`src/hw/pmc_defines.vh`:
```
// constants of the plc operating mode controller
`ifndef PMC_DEFINES_VH
`define PMC_DEFINES_VH

// ***************************************************************
// register byte addresses
// ***************************************************************
`define PMC_ADR_CTRL    8'h00
`define PMC_ADR_CMD     8'h04
`define PMC_ADR_CYCLIM  8'h08
`define PMC_ADR_STATUS  8'h0C

// ***************************************************************
// field positions
// ***************************************************************
`define PMC_CTRL_RUN    0
`define PMC_CTRL_COLD   1
`define PMC_CTRL_SUBST  2
`define PMC_CTRL_BP_LO  4
`define PMC_CTRL_BP_HI  6
`define PMC_CMD_RESUME  0
`define PMC_CMD_STEP    1
`define PMC_CMD_ORESET  2
`define PMC_CMD_RELOAD  3
`define PMC_ST_MODE_LO  0
`define PMC_ST_MODE_HI  1
`define PMC_ST_INHIBIT  2
`define PMC_ST_WDOG     3
`define PMC_ST_CYCERR   4
`define PMC_ST_STEPREF  5

// ***************************************************************
// reset values, limits and encodings
// ***************************************************************
`define PMC_CTRL_RST    7'h00
`define PMC_CYCLIM_RST  16'h0096
`define PMC_CYCLIM_MIN  16'h0001
`define PMC_MODE_STOP   2'h0
`define PMC_MODE_SU     2'h1
`define PMC_MODE_RUN    2'h2
`define PMC_MODE_HOLD   2'h3
`define PMC_BP_MAX_STEP 2'h2

// ***************************************************************
// timing
// ***************************************************************
`define PMC_CLK_KHZ     40000
`define PMC_WDOG_MS     100
`define PMC_BLINK_MIN_S 3
`define PMC_BLINK_HALF_MS 250

`endif

```
`src/hw/pmc_mode_ctrl.v`:
```
// operating mode controller with wishbone register slave
`timescale 1ns/10ps
// Function
// - exactly one of four modes held: stop, start-up, run, hold
// - stop halts processing, keeps counters, timers, flags and images untouched
// - stop asserts output inhibit, disabling all digital outputs
// - leaving stop calls startup routine, which has no time supervision
// - output inhibit stays asserted throughout start-up
// - run indicator blinks at least three seconds from startup routine begin
// - stop indicator lit while startup routine runs, off afterwards
// - startup routine finished cleanly moves start-up into run
// - after watchdog error stay stopped; restart needs cold-start routine, reload or reset
// - clear input image, startup, release inhibit, cycle starts clearing output image
// - run cycles read inputs, main cycle routine, write outputs; timers active
// - run releases output inhibit so outputs follow output image
// - up to three breakpoints; reaching an active one enters hold with stepping
// - hold stops execution, freezes timers, inhibits outputs, keeps connections
// - hold blinks run indicator with stop indicator steadily lit
// - single step refused when more than two breakpoints defined
// - 100 ms watchdog and cycle supervisor from 1 ms; expiry resets into stop
// - run to stop drives analogue outputs to zero or 4 mA, or substitutes
// - overall reset erases user memory, memory card untouched
`include "pmc_defines.vh"

module pmc_mode_ctrl #(
    parameter [31:0] WDOG_CYC  = `PMC_WDOG_MS * `PMC_CLK_KHZ,
    parameter [31:0] MS_CYC    = `PMC_CLK_KHZ,
    parameter [31:0] BLINK_CYC = `PMC_BLINK_MIN_S * 1000 * `PMC_CLK_KHZ,
    parameter [31:0] HALF_CYC  = `PMC_BLINK_HALF_MS * `PMC_CLK_KHZ
) (
    input  wire        clk,
    input  wire        rst_b,
    input  wire        wb_cyc_i,
    input  wire        wb_stb_i,
    input  wire        wb_we_i,
    input  wire [7:0]  wb_adr_i,
    input  wire [3:0]  wb_sel_i,
    input  wire [31:0] wb_dat_i,
    output reg  [31:0] wb_dat_o,
    output reg         wb_ack_o,
    input  wire        run_sw_i,
    input  wire        phase_done_i,
    input  wire        bp_hit_i,
    output reg         clr_in_img_o,
    output reg         startup_go_o,
    output reg         clr_out_img_o,
    output reg         rd_inputs_o,
    output reg         main_go_o,
    output reg         wr_outputs_o,
    output reg         step_o,
    output reg         exec_halt_o,
    output reg         timer_freeze_o,
    output reg         cold_start_sel_o,
    output reg         output_inhibit,
    output reg         ao_safe_o,
    output reg         ao_subst_o,
    output reg         sup_reset_o,
    output reg         mem_erase_o,
    output reg         run_led_o,
    output reg         stop_led_o,
    output reg  [1:0]  mode_o
);

// ***************************************************************
// states
// ***************************************************************
localparam [7:0] S_STOP = 8'h01;
localparam [7:0] S_CLRI = 8'h02;
localparam [7:0] S_SU   = 8'h04;
localparam [7:0] S_CLRO = 8'h08;
localparam [7:0] S_RDI  = 8'h10;
localparam [7:0] S_MAIN = 8'h20;
localparam [7:0] S_WRO  = 8'h40;
localparam [7:0] S_HOLD = 8'h80;

// number of enabled breakpoints
function [1:0] bp_count;
    input [2:0] bp;
    begin
        bp_count = {1'b0, bp[0]} + {1'b0, bp[1]} + {1'b0, bp[2]};
    end
endfunction

// two-bit mode from a state
function [1:0] mode_of;
    input [7:0] s;
    begin
        if (s == S_HOLD) begin
            mode_of = `PMC_MODE_HOLD;
        end else if (s == S_CLRI || s == S_SU) begin
            mode_of = `PMC_MODE_SU;
        end else if (s == S_STOP) begin
            mode_of = `PMC_MODE_STOP;
        end else begin
            mode_of = `PMC_MODE_RUN;
        end
    end
endfunction

reg  [7:0]  state_q;
reg  [7:0]  state_d;
reg  [6:0]  ctrl_q;
reg  [15:0] cyclim_q;
reg         wdog_err_q;
reg         cyc_err_q;
reg         step_ref_q;
reg         sw_meta_q;
reg         sw_q;
reg  [31:0] wdog_cnt_q;
reg  [31:0] ms_cnt_q;
reg  [15:0] cyc_ms_q;
reg  [31:0] blink_cnt_q;
reg  [31:0] half_cnt_q;
reg         blink_ph_q;
reg         wd_fire;
reg         cyc_fire;

wire        acc     = wb_cyc_i & wb_stb_i;
wire        wr_take = acc & wb_ack_o & wb_we_i;
wire        wr_ctrl = wr_take & (wb_adr_i == `PMC_ADR_CTRL) & wb_sel_i[0];
wire        wr_cmd  = wr_take & (wb_adr_i == `PMC_ADR_CMD) & wb_sel_i[0];
wire        wr_lim  = wr_take & (wb_adr_i == `PMC_ADR_CYCLIM);
wire        wr_st   = wr_take & (wb_adr_i == `PMC_ADR_STATUS) & wb_sel_i[0];
wire        cmd_res = wr_cmd & wb_dat_i[`PMC_CMD_RESUME];
wire        cmd_stp = wr_cmd & wb_dat_i[`PMC_CMD_STEP];
wire        cmd_ors = wr_cmd & wb_dat_i[`PMC_CMD_ORESET];
wire        cmd_rld = wr_cmd & wb_dat_i[`PMC_CMD_RELOAD];
wire        run_req = sw_q & ctrl_q[`PMC_CTRL_RUN];
wire        can_go  = ~wdog_err_q | ctrl_q[`PMC_CTRL_COLD];
wire [2:0]  bp_en   = ctrl_q[`PMC_CTRL_BP_HI:`PMC_CTRL_BP_LO];
wire        step_ok = bp_count(bp_en) <= `PMC_BP_MAX_STEP;
wire        in_cyc  = (state_q == S_CLRO) | (state_q == S_RDI) | (state_q == S_MAIN) | (state_q == S_WRO);
wire        fault   = wd_fire | cyc_fire;
wire [15:0] lim_wr  = {wb_sel_i[1] ? wb_dat_i[15:8] : cyclim_q[15:8],
                       wb_sel_i[0] ? wb_dat_i[7:0] : cyclim_q[7:0]};

// ***************************************************************
// wishbone slave
// ***************************************************************
always @(posedge clk or negedge rst_b) begin
    if (!rst_b) begin
        wb_ack_o <= 1'b0;
        wb_dat_o <= 32'h00000000;
    end else begin
        wb_ack_o <= acc & ~wb_ack_o;
        if (acc & ~wb_ack_o) begin
            case (wb_adr_i)
                `PMC_ADR_CTRL: begin
                    wb_dat_o <= {25'h0000000, ctrl_q};
                end
                `PMC_ADR_CYCLIM: begin
                    wb_dat_o <= {16'h0000, cyclim_q};
                end
                `PMC_ADR_STATUS: begin
                    wb_dat_o <= {26'h0000000, step_ref_q, cyc_err_q, wdog_err_q,
                                 output_inhibit, mode_o};
                end
                default: begin
                    wb_dat_o <= 32'h00000000;
                end
            endcase
        end
    end
end

// ***************************************************************
// registers
// ***************************************************************
always @(posedge clk or negedge rst_b) begin
    if (!rst_b) begin
        ctrl_q     <= `PMC_CTRL_RST;
        cyclim_q   <= `PMC_CYCLIM_RST;
        wdog_err_q <= 1'b0;
        cyc_err_q  <= 1'b0;
        step_ref_q <= 1'b0;
    end else begin
        if (wr_ctrl) begin
            ctrl_q <= wb_dat_i[6:0];
        end
        if (wr_lim) begin
            cyclim_q <= (lim_wr < `PMC_CYCLIM_MIN) ? `PMC_CYCLIM_MIN : lim_wr;
        end
        if (wd_fire) begin
            wdog_err_q <= 1'b1;
        end else if (cmd_ors | cmd_rld | (state_q == S_SU && phase_done_i)) begin
            wdog_err_q <= 1'b0;
        end
        if (cyc_fire) begin
            cyc_err_q <= 1'b1;
        end else if (wr_st & wb_dat_i[`PMC_ST_CYCERR]) begin
            cyc_err_q <= 1'b0;
        end
        if (cmd_stp & (state_q == S_HOLD) & ~step_ok) begin
            step_ref_q <= 1'b1;
        end else if (wr_st & wb_dat_i[`PMC_ST_STEPREF]) begin
            step_ref_q <= 1'b0;
        end
    end
end

// ***************************************************************
// mode switch synchroniser
// ***************************************************************
always @(posedge clk or negedge rst_b) begin
    if (!rst_b) begin
        sw_meta_q <= 1'b0;
        sw_q      <= 1'b0;
    end else begin
        sw_meta_q <= run_sw_i;
        sw_q      <= sw_meta_q;
    end
end

// ***************************************************************
// supervision
// ***************************************************************
always @* begin
    wd_fire  = in_cyc & (wdog_cnt_q >= WDOG_CYC - 32'h00000001);
    cyc_fire = in_cyc & (cyc_ms_q >= cyclim_q);
end

always @(posedge clk or negedge rst_b) begin
    if (!rst_b) begin
        wdog_cnt_q <= 32'h00000000;
        ms_cnt_q   <= 32'h00000000;
        cyc_ms_q   <= 16'h0000;
    end else if (~in_cyc | (state_q == S_CLRO) | (state_q == S_WRO && phase_done_i)) begin
        // startup and hold are not timed; each cycle restarts the count
        if (state_q != S_HOLD) begin
            wdog_cnt_q <= 32'h00000000;
            ms_cnt_q   <= 32'h00000000;
            cyc_ms_q   <= 16'h0000;
        end
    end else begin
        wdog_cnt_q <= wdog_cnt_q + 32'h00000001;
        if (ms_cnt_q >= MS_CYC - 32'h00000001) begin
            ms_cnt_q <= 32'h00000000;
            cyc_ms_q <= cyc_ms_q + 16'h0001;
        end else begin
            ms_cnt_q <= ms_cnt_q + 32'h00000001;
        end
    end
end

// ***************************************************************
// mode sequencer
// ***************************************************************
always @* begin
    state_d = state_q;
    case (state_q)
        S_STOP: begin
            if (run_req & can_go) begin
                state_d = S_CLRI;
            end
        end
        S_CLRI: begin
            if (phase_done_i) begin
                state_d = S_SU;
            end
        end
        S_SU: begin
            if (phase_done_i) begin
                state_d = S_CLRO;
            end
        end
        S_CLRO: begin
            if (phase_done_i) begin
                state_d = S_RDI;
            end
        end
        S_RDI: begin
            if (phase_done_i) begin
                state_d = S_MAIN;
            end
        end
        S_MAIN: begin
            if (bp_hit_i & (bp_en != 3'h0)) begin
                state_d = S_HOLD;
            end else if (phase_done_i) begin
                state_d = S_WRO;
            end
        end
        S_WRO: begin
            if (phase_done_i) begin
                state_d = S_RDI;
            end
        end
        S_HOLD: begin
            if (cmd_res) begin
                state_d = S_MAIN;
            end
        end
        default: begin
            state_d = S_STOP;
        end
    endcase
    if (~run_req | fault | cmd_ors) begin
        state_d = S_STOP;
    end
end

always @(posedge clk or negedge rst_b) begin
    if (!rst_b) begin
        state_q        <= S_STOP;
        mode_o         <= `PMC_MODE_STOP;
        clr_in_img_o   <= 1'b0;
        startup_go_o   <= 1'b0;
        clr_out_img_o  <= 1'b0;
        rd_inputs_o    <= 1'b0;
        main_go_o      <= 1'b0;
        wr_outputs_o   <= 1'b0;
        step_o         <= 1'b0;
        exec_halt_o    <= 1'b1;
        timer_freeze_o <= 1'b1;
        output_inhibit <= 1'b1;
        ao_safe_o      <= 1'b1;
        ao_subst_o     <= 1'b0;
        sup_reset_o    <= 1'b0;
        mem_erase_o    <= 1'b0;
        cold_start_sel_o <= 1'b0;
    end else begin
        state_q        <= state_d;
        mode_o         <= mode_of(state_d);
        // one-cycle phase requests on entry, resume re-enters main
        clr_in_img_o   <= (state_d == S_CLRI) & (state_q != S_CLRI);
        startup_go_o   <= (state_d == S_SU) & (state_q != S_SU);
        clr_out_img_o  <= (state_d == S_CLRO) & (state_q != S_CLRO);
        rd_inputs_o    <= (state_d == S_RDI) & (state_q != S_RDI);
        main_go_o      <= (state_d == S_MAIN) & (state_q != S_MAIN);
        wr_outputs_o   <= (state_d == S_WRO) & (state_q != S_WRO);
        step_o         <= cmd_stp & (state_q == S_HOLD) & step_ok;
        // stop and hold halt code, contents stay as they are
        exec_halt_o    <= (state_d == S_STOP) | (state_d == S_HOLD);
        timer_freeze_o <= (state_d == S_STOP) | (state_d == S_HOLD);
        output_inhibit <= (state_d == S_STOP) | (state_d == S_CLRI) | (state_d == S_SU)
                          | (state_d == S_HOLD);
        ao_safe_o      <= (state_d == S_STOP) | (state_d == S_CLRI) | (state_d == S_SU)
                          | (state_d == S_HOLD);
        ao_subst_o     <= ctrl_q[`PMC_CTRL_SUBST];
        sup_reset_o    <= fault;
        mem_erase_o    <= cmd_ors;
        cold_start_sel_o <= wdog_err_q | wd_fire;
    end
end

// ***************************************************************
// indicators
// ***************************************************************
always @(posedge clk or negedge rst_b) begin
    if (!rst_b) begin
        blink_cnt_q <= 32'h00000000;
        half_cnt_q  <= 32'h00000000;
        blink_ph_q  <= 1'b0;
    end else begin
        if (state_d == S_SU && state_q != S_SU) begin
            blink_cnt_q <= BLINK_CYC;
        end else if (blink_cnt_q != 32'h00000000) begin
            blink_cnt_q <= blink_cnt_q - 32'h00000001;
        end
        if (half_cnt_q >= HALF_CYC - 32'h00000001) begin
            half_cnt_q <= 32'h00000000;
            blink_ph_q <= ~blink_ph_q;
        end else begin
            half_cnt_q <= half_cnt_q + 32'h00000001;
        end
    end
end

always @(posedge clk or negedge rst_b) begin
    if (!rst_b) begin
        run_led_o  <= 1'b0;
        stop_led_o <= 1'b1;
    end else begin
        if ((blink_cnt_q != 32'h00000000) | (state_d == S_HOLD)) begin
            run_led_o <= blink_ph_q;
        end else begin
            run_led_o <= (mode_of(state_d) == `PMC_MODE_RUN);
        end
        stop_led_o <= (state_d == S_STOP) | (state_d == S_CLRI) | (state_d == S_SU)
                      | (state_d == S_HOLD);
    end
end

endmodule

```
`config.mk`:
```
export PLATFORM = sky130hd
export DESIGN_NAME = pmc_mode_ctrl
export DESIGN_NICKNAME = d
export VERILOG_FILES = /design/src/hw/pmc_mode_ctrl.v
export VERILOG_INCLUDE_DIRS = /design/src /design/src/hw
export SDC_FILE = /design/constraint.sdc
export NUM_CORES = 1
export LEC_CHECK = 0
export BUFFER_PORTS_ARGS = -buffer_cell sky130_fd_sc_hd__buf_4
export CAP_MARGIN = 20
export CORE_MARGIN = 2
export CORE_UTILIZATION = 45
export CTS_BUF_LIST = sky130_fd_sc_hd__clkbuf_4
export DETAILED_ROUTE_END_ITERATION = 10
export GPL_TIMING_DRIVEN = 0
export REMOVE_ABC_BUFFERS = 1
export SLEW_MARGIN = 20
export SYNTH_ARGS = -nofsm -noshare
export SYNTH_HDL_FRONTEND = slang
export SYNTH_SLANG_ARGS = --single-unit
```
`constraint.sdc`:
```
create_clock -name clk -period 3.2 [get_ports clk]
set_input_delay 0.16 -clock clk [delete_from_list [all_inputs] [get_ports clk]]
set_output_delay 0.16 -clock clk [all_outputs]
set_load 0.02 [all_outputs]
```
-- After elaboration in Yosys (flattened, before gate mapping)
Index checks and enable logic that the tools add are counted.
- add/subtract/negate cells: 7
- multipliers: 0
- divide/modulo/power cells: 0
- magnitude comparators: 6
- equal/unequal tests: 28
- shifts and indexed selects: 0
- muxes and demuxes: 35
- bitwise operators: 54
- reduce and logical (&&, ||, !) cells: 14
- operator list (operator ; count):
    $mux 32 ; 7
    $add 32x1->32 const B ; 3
    $mux 8 ; 11
    $mux 16 ; 4
    $pmux 8 s7 ; 1
    $pmux 16 s3 ; 1
    $eq 8x4->1 const B ; 4
    $ge 32x16->1 const B ; 1
    $ge 32x22->1 const B ; 1
    $ge 32x24->1 const B ; 1
    $reduce_bool 32->1 ; 1
    $sub 32x1->32 const B ; 1
    $and 1x1->1 ; 31
    $eq 8x3->1 const B ; 3
    $or 1x1->1 ; 17
    $add 16x1->16 const B ; 1
    $eq 8x1->1 const B ; 2
    $eq 8x2->1 const B ; 2
    $eq 8x5->1 const B ; 2
    $eq 8x6->1 const B ; 2
    $eq 8x7->1 const B ; 2
    $eq 8x8->1 const B ; 2
    $ge 16x16->1 ; 1
    $lt 16x1->1 const B ; 1
    22 further kinds ; 42
- register bits after elaboration: 230
- latch bits: 0
- memory bits (writable): 0
- bits in read-only memories: 0
- output and inout bits: 52
- memories: 0

-- Logic depth before layout (Yosys ltp)
- depth after elaboration: 16
- depth in mapped cells: 11

-- Least setup slack after synthesis
No wires, ideal clock.
- path kind: register to register
- start: reg cyclim_q[2]
- end: reg run_led_o
- arrival: 2.271 ns
- required time: 3.075 ns
- setup slack: 0.804 ns
- stages on the path, launching flop included: 10
- period minus slack after synthesis: 2.396 ns
- cell sequence: dfstp_2 > inv_1 > ha_1 > o21a_1 > nor2_1 > or4b_1 > a41oi_2 > buf_6 > and4bb_1 > mux2_2
- cells in the longest elaborated chain, start to end: 13
- elaborated cells between the ends (all ways): 18
- ends and longest elaborated chain (item ; RTL line ; source):
    start: declaration ; pmc_mode_ctrl.v:103 ; reg [15:0] cyclim_q;
    start signal: assignment ; pmc_mode_ctrl.v:172 ; cyclim_q <= `PMC_CYCLIM_RST;
    start signal: assignment ; pmc_mode_ctrl.v:181 ; cyclim_q <= (lim_wr < `PMC_CYCLIM_MIN) ? `PMC_CYCLIM_MIN : lim_wr;
    $ge 16x16->1 * ; pmc_mode_ctrl.v:219 ; cyc_fire = in_cyc & (cyc_ms_q >= cyclim_q);
    $and 1x1->1 * ; pmc_mode_ctrl.v:219 ;
    $or 1x1->1 * ; pmc_mode_ctrl.v:133 ; wire fault = wd_fire | cyc_fire;
    net fault ; pmc_mode_ctrl.v:133 ;
    $or 1x1->1 * (2 in a row) ; pmc_mode_ctrl.v:297 ; if (~run_req | fault | cmd_ors) begin
    $mux 8 * ; pmc_mode_ctrl.v:297 ;
    $eq 8x1->1, or another cell as far along ; pmc_mode_ctrl.v:92 ; end else if (s == S_STOP) begin
    $mux 2 / $logic_or 1x1->1 (equally long branches) ; pmc_mode_ctrl.v:92, pmc_mode_ctrl.v:90 ;
    $mux 2 ; pmc_mode_ctrl.v:90 ; end else if (s == S_CLRI || s == S_SU) begin
    $mux 2 ; pmc_mode_ctrl.v:88 ; if (s == S_HOLD) begin
    $mux 2 ; pmc_mode_ctrl.v:374 ; if ((blink_cnt_q != 32'h00000000) | (state_d == S_HOLD)) begin
    $eq 2x2->1 (no source line) ; n/a ;
    $mux 1 * ; pmc_mode_ctrl.v:374 ;
    end signal: assignment ; pmc_mode_ctrl.v:375 ; run_led_o <= blink_ph_q;
    end signal: assignment ; pmc_mode_ctrl.v:377 ; run_led_o <= (mode_of(state_d) == `PMC_MODE_RUN);
    end: declaration ; pmc_mode_ctrl.v:59 ; output reg run_led_o,
Mark *: on every way through the listed nets, which the timed path passes. The rest lies on a longest branch. The select of a mux whose other input is x is not followed.
A chain may end at the register's enable or synchronous reset.

-- Final worst setup path
- start: in wb_adr_i[1]
- end: reg cyclim_q[0]
- cells in the longest elaborated chain, start to end: 2
- ends and longest elaborated chain (item ; RTL line ; source):
    start: declaration ; pmc_mode_ctrl.v:36 ; input wire [7:0] wb_adr_i,
    $eq 8x4->1 ; n/a ;
    $and 1x1->1 ; pmc_mode_ctrl.v:122 ; wire wr_lim = wr_take & (wb_adr_i == `PMC_ADR_CYCLIM);
Every way passes these cells.

==> metrics.yaml <==
start_util_pct: 45.32
rows: 57
post-route-period-util_pct: 91.41
io_pins: 104
setup_violations: 0
startpoint_type: "input port"
die_w_um: 159.8
synth.distinct_cells: 84
firstDrtPassIters: 5
p_seq_share_pct: 51.2
crit_required_ns: 3.75
wire_per_inst_um: 15.19
synth.avg_cell_area_um2: 10.09
tns_ns: 0
ys_ff_latch: 214
synth_top_cell_by_area: "dfrtp_1"
cts_buffers: 60
grt_pass1_wl_mm: 41.26
clk_latency_ns: 0.71
antenna_found_initial: 1
yosys-top-cells-area: "dfrtp_1 47%, nor2_1 3.3%, nand2_1 3.2%"
num_vias: 8620
regArea_mm2: 0.005364
drt_iter0_markers: 525
setup_ws_ns: 0.2750
fp.dieArea_mm2: 0.02554
clkTransAtPathRegs_ns: 0.07
synthCells: 1083
synth_area_mm2: 0.01092
crit_type: "in2reg"
synth_warnings: 0
gp_congestion: 0.8112
rsz0062_at_grt: "false"
area_delta_synth_final_pct: 18.11
cts_tree: "built"
drive_gt1_share_pct: 19.06
relSlewSlack_pct: 39.21
synth.most_common_cell: "dfrtp_1"
port_buffers: 69
drtAntennaViolNets: 0
tightest_slew_ns: 0.9091
h-tree-depth: 2
clock_sinks: 214
p_sw_mw: 1.299
dp_hpwl_mm: 15.78
drc: 0
switching_share_pct: 24.41
synth_ff_type: "dfrtp_1"
ir_drop_v: 0.0002349
max_cap_violations: 0
grt-ovfl-total: 0
fin_crit_ns: 2.925
crit_path_max_fanout: 8
finalHoldViolations: 0
clockBufferDepth: 3
combPwrFrac_pct: 3.8
grt_max_degree: 96
core-area_mm2: 0.02411
multiInputGateArea_mm2: 0.005184
crit_path_end_kind: "flop"
p_per_area_mw_per_mm2: 412.4
synth_top_area_share_pct: 47.42
drv_slew: 0
placed_area_mm2: 0.01170
dp_slack_ns: 0.001611
clkPwrFrac_pct: 45.0
fin_area_mm2: 0.01290
leakage_nw: 5.542
clockRootBuffer: "clkbuf_4"
via_per_inst: 5.388
status: "finished, final reports clean"
synth_common_cells: "207 x dfrtp_1, 95 x nor2_1, 92 x nand2_1"
timing.fmax_ghz: 0.3419
async_flop_share_pct: 100.0
die_h_um: 159.8
yosysSeqAreaShare_pct: 49.10
hp-class: "in2reg"
synth_edf_count: 0
grt_usage_pct: 19.26
p_int_mw: 4.023
utilization_pct: 53.52
grt_pass1_vias: 8550
clock_skew_ns: 0.05452
nNetsFinal: 1301
routed_wirelength_mm: 24.30
timing.critical_path.arrival_ns: 3.47
fill_cells: 2230
final timing paths:
path / startpoint / to / slack, ns / cells past startpoint
min in group asynchronous: rst_b / cyclim_q[2] / 0.55 / 3
max in group asynchronous: rst_b / half_cnt_q[3] / 1.75 / 5
max reg2reg: cyclim_q[13] / blink_cnt_q[20] / 0.30 / 9
min reg2reg: sw_meta_q / sw_q / 0.37 / 0
max: wb_adr_i[1] / cyclim_q[0] / 0.27 / 9
min: run_sw_i / sw_meta_q / 0.12 / 2
sequential cells by signal, summed over array words and instances (netlist names), 2 cells and up:
name / flops
blink_cnt_q: 32
ms_cnt_q: 32
cyc_ms_q: 16
ctrl_q: 7
state_q: 8
half_cnt_q: 32
wdog_cnt_q: 32
cyclim_q: 16
wb_dat_o: 16
mode_o: 2
worst max-delay path: stages:
cell and delay [ns]:
dlygate4sd3_1 0.56, buf_4 0.15, or4_1 0.56, dlygate4sd3_1 0.62, nor3_1 0.36, nand2_1 0.15, nor2_1 0.22, nand2_1 0.28
o32a_1 0.40
timing repair:
item	4_1_cts	5_1_grt
setup buffers	0	5
hold buffers	38	0
gates resized for setup	0	3
endpoints found under the setup margin	0	36
endpoints found under the hold margin	171	0
layer usage:
layer	up-vias	track usage, %	wire [um]
met5	-	0	0
li1	4213	-	-
met4	0	6.347	463
met1	4186	26.43	11370
met3	46	3.844	1055
met2	175	30.79	11420
stage by stage:
step	total power, mW	hold slack, ns	cells
after floorplan	2.816	-0.1356	1047
after global routing	5.593	0.07621	1600
final	5.321	0.1175	1600
after global placement	2.932	0.2886	1440
after detailed placement	2.942	0.1121	1446
after CTS	5.435	0.02684	1594
cells by family (layout without fill, tap and decap cells):
group / Yosys count / count (layout) / synth area share (%)
buf+inv: 97 / 266 / 4.616
fa+ha+maj: 22 / 22 / 2.588
compound gates: 201 / 201 / 12.28
xor+xnor: 57 / 57 / 4.570
mux: 40 / 40 / 3.940
flops: 214 / 214 / 49.10
simple gates: 451 / 451 / 22.87
other cells: 1 / 25 / 0.03433
power by group through the flow:
stage	Clock, mW	Sequential, mW	Combinational [mW]
6_report	2.39	2.72	0.204
5_1_grt	2.64	2.72	0.227
4_1_cts	2.51	2.72	0.205
3_5_place_dp	0	2.77	0.169
3_3_place_gp	0	2.77	0.158
2_1_floorplan	0	2.78	0.0411
area by class of cell:
type | count | area share (%)
Timing Repair Buffer | 118 | 8.262
Tap cell | 324 | 3.142
Inverter | 38 | 1.115
Clock buffer | 85 | 4.946
Antenna cell | 1 | 0.01939
Multi-Input combinational cell | 795 | 40.18
Sequential cell | 214 | 41.57
Clock inverter | 25 | 0.7661
placed cells by master (no fill, tap or decap), types with 16 or more instances in the layout:
cell type	n
mux2i_1	16
xor2_1	28
buf_4	75
nand4_1	25
mux2_2	24
nand3_1	46
nor2_1	94
conb_1	24
and3_1	18
o21ai_0	64
a22o_1	18
dfrtp_1	207
nor4_1	29
and2_1	28
xnor2_1	29
clkbuf_4	85
clkinv_1	19
ha_1	21
inv_1	37
dlygate4sd3_1	37
nand2_1	91
nor3_1	31
a21oi_1	36
(Power assumes the default switching activity.)
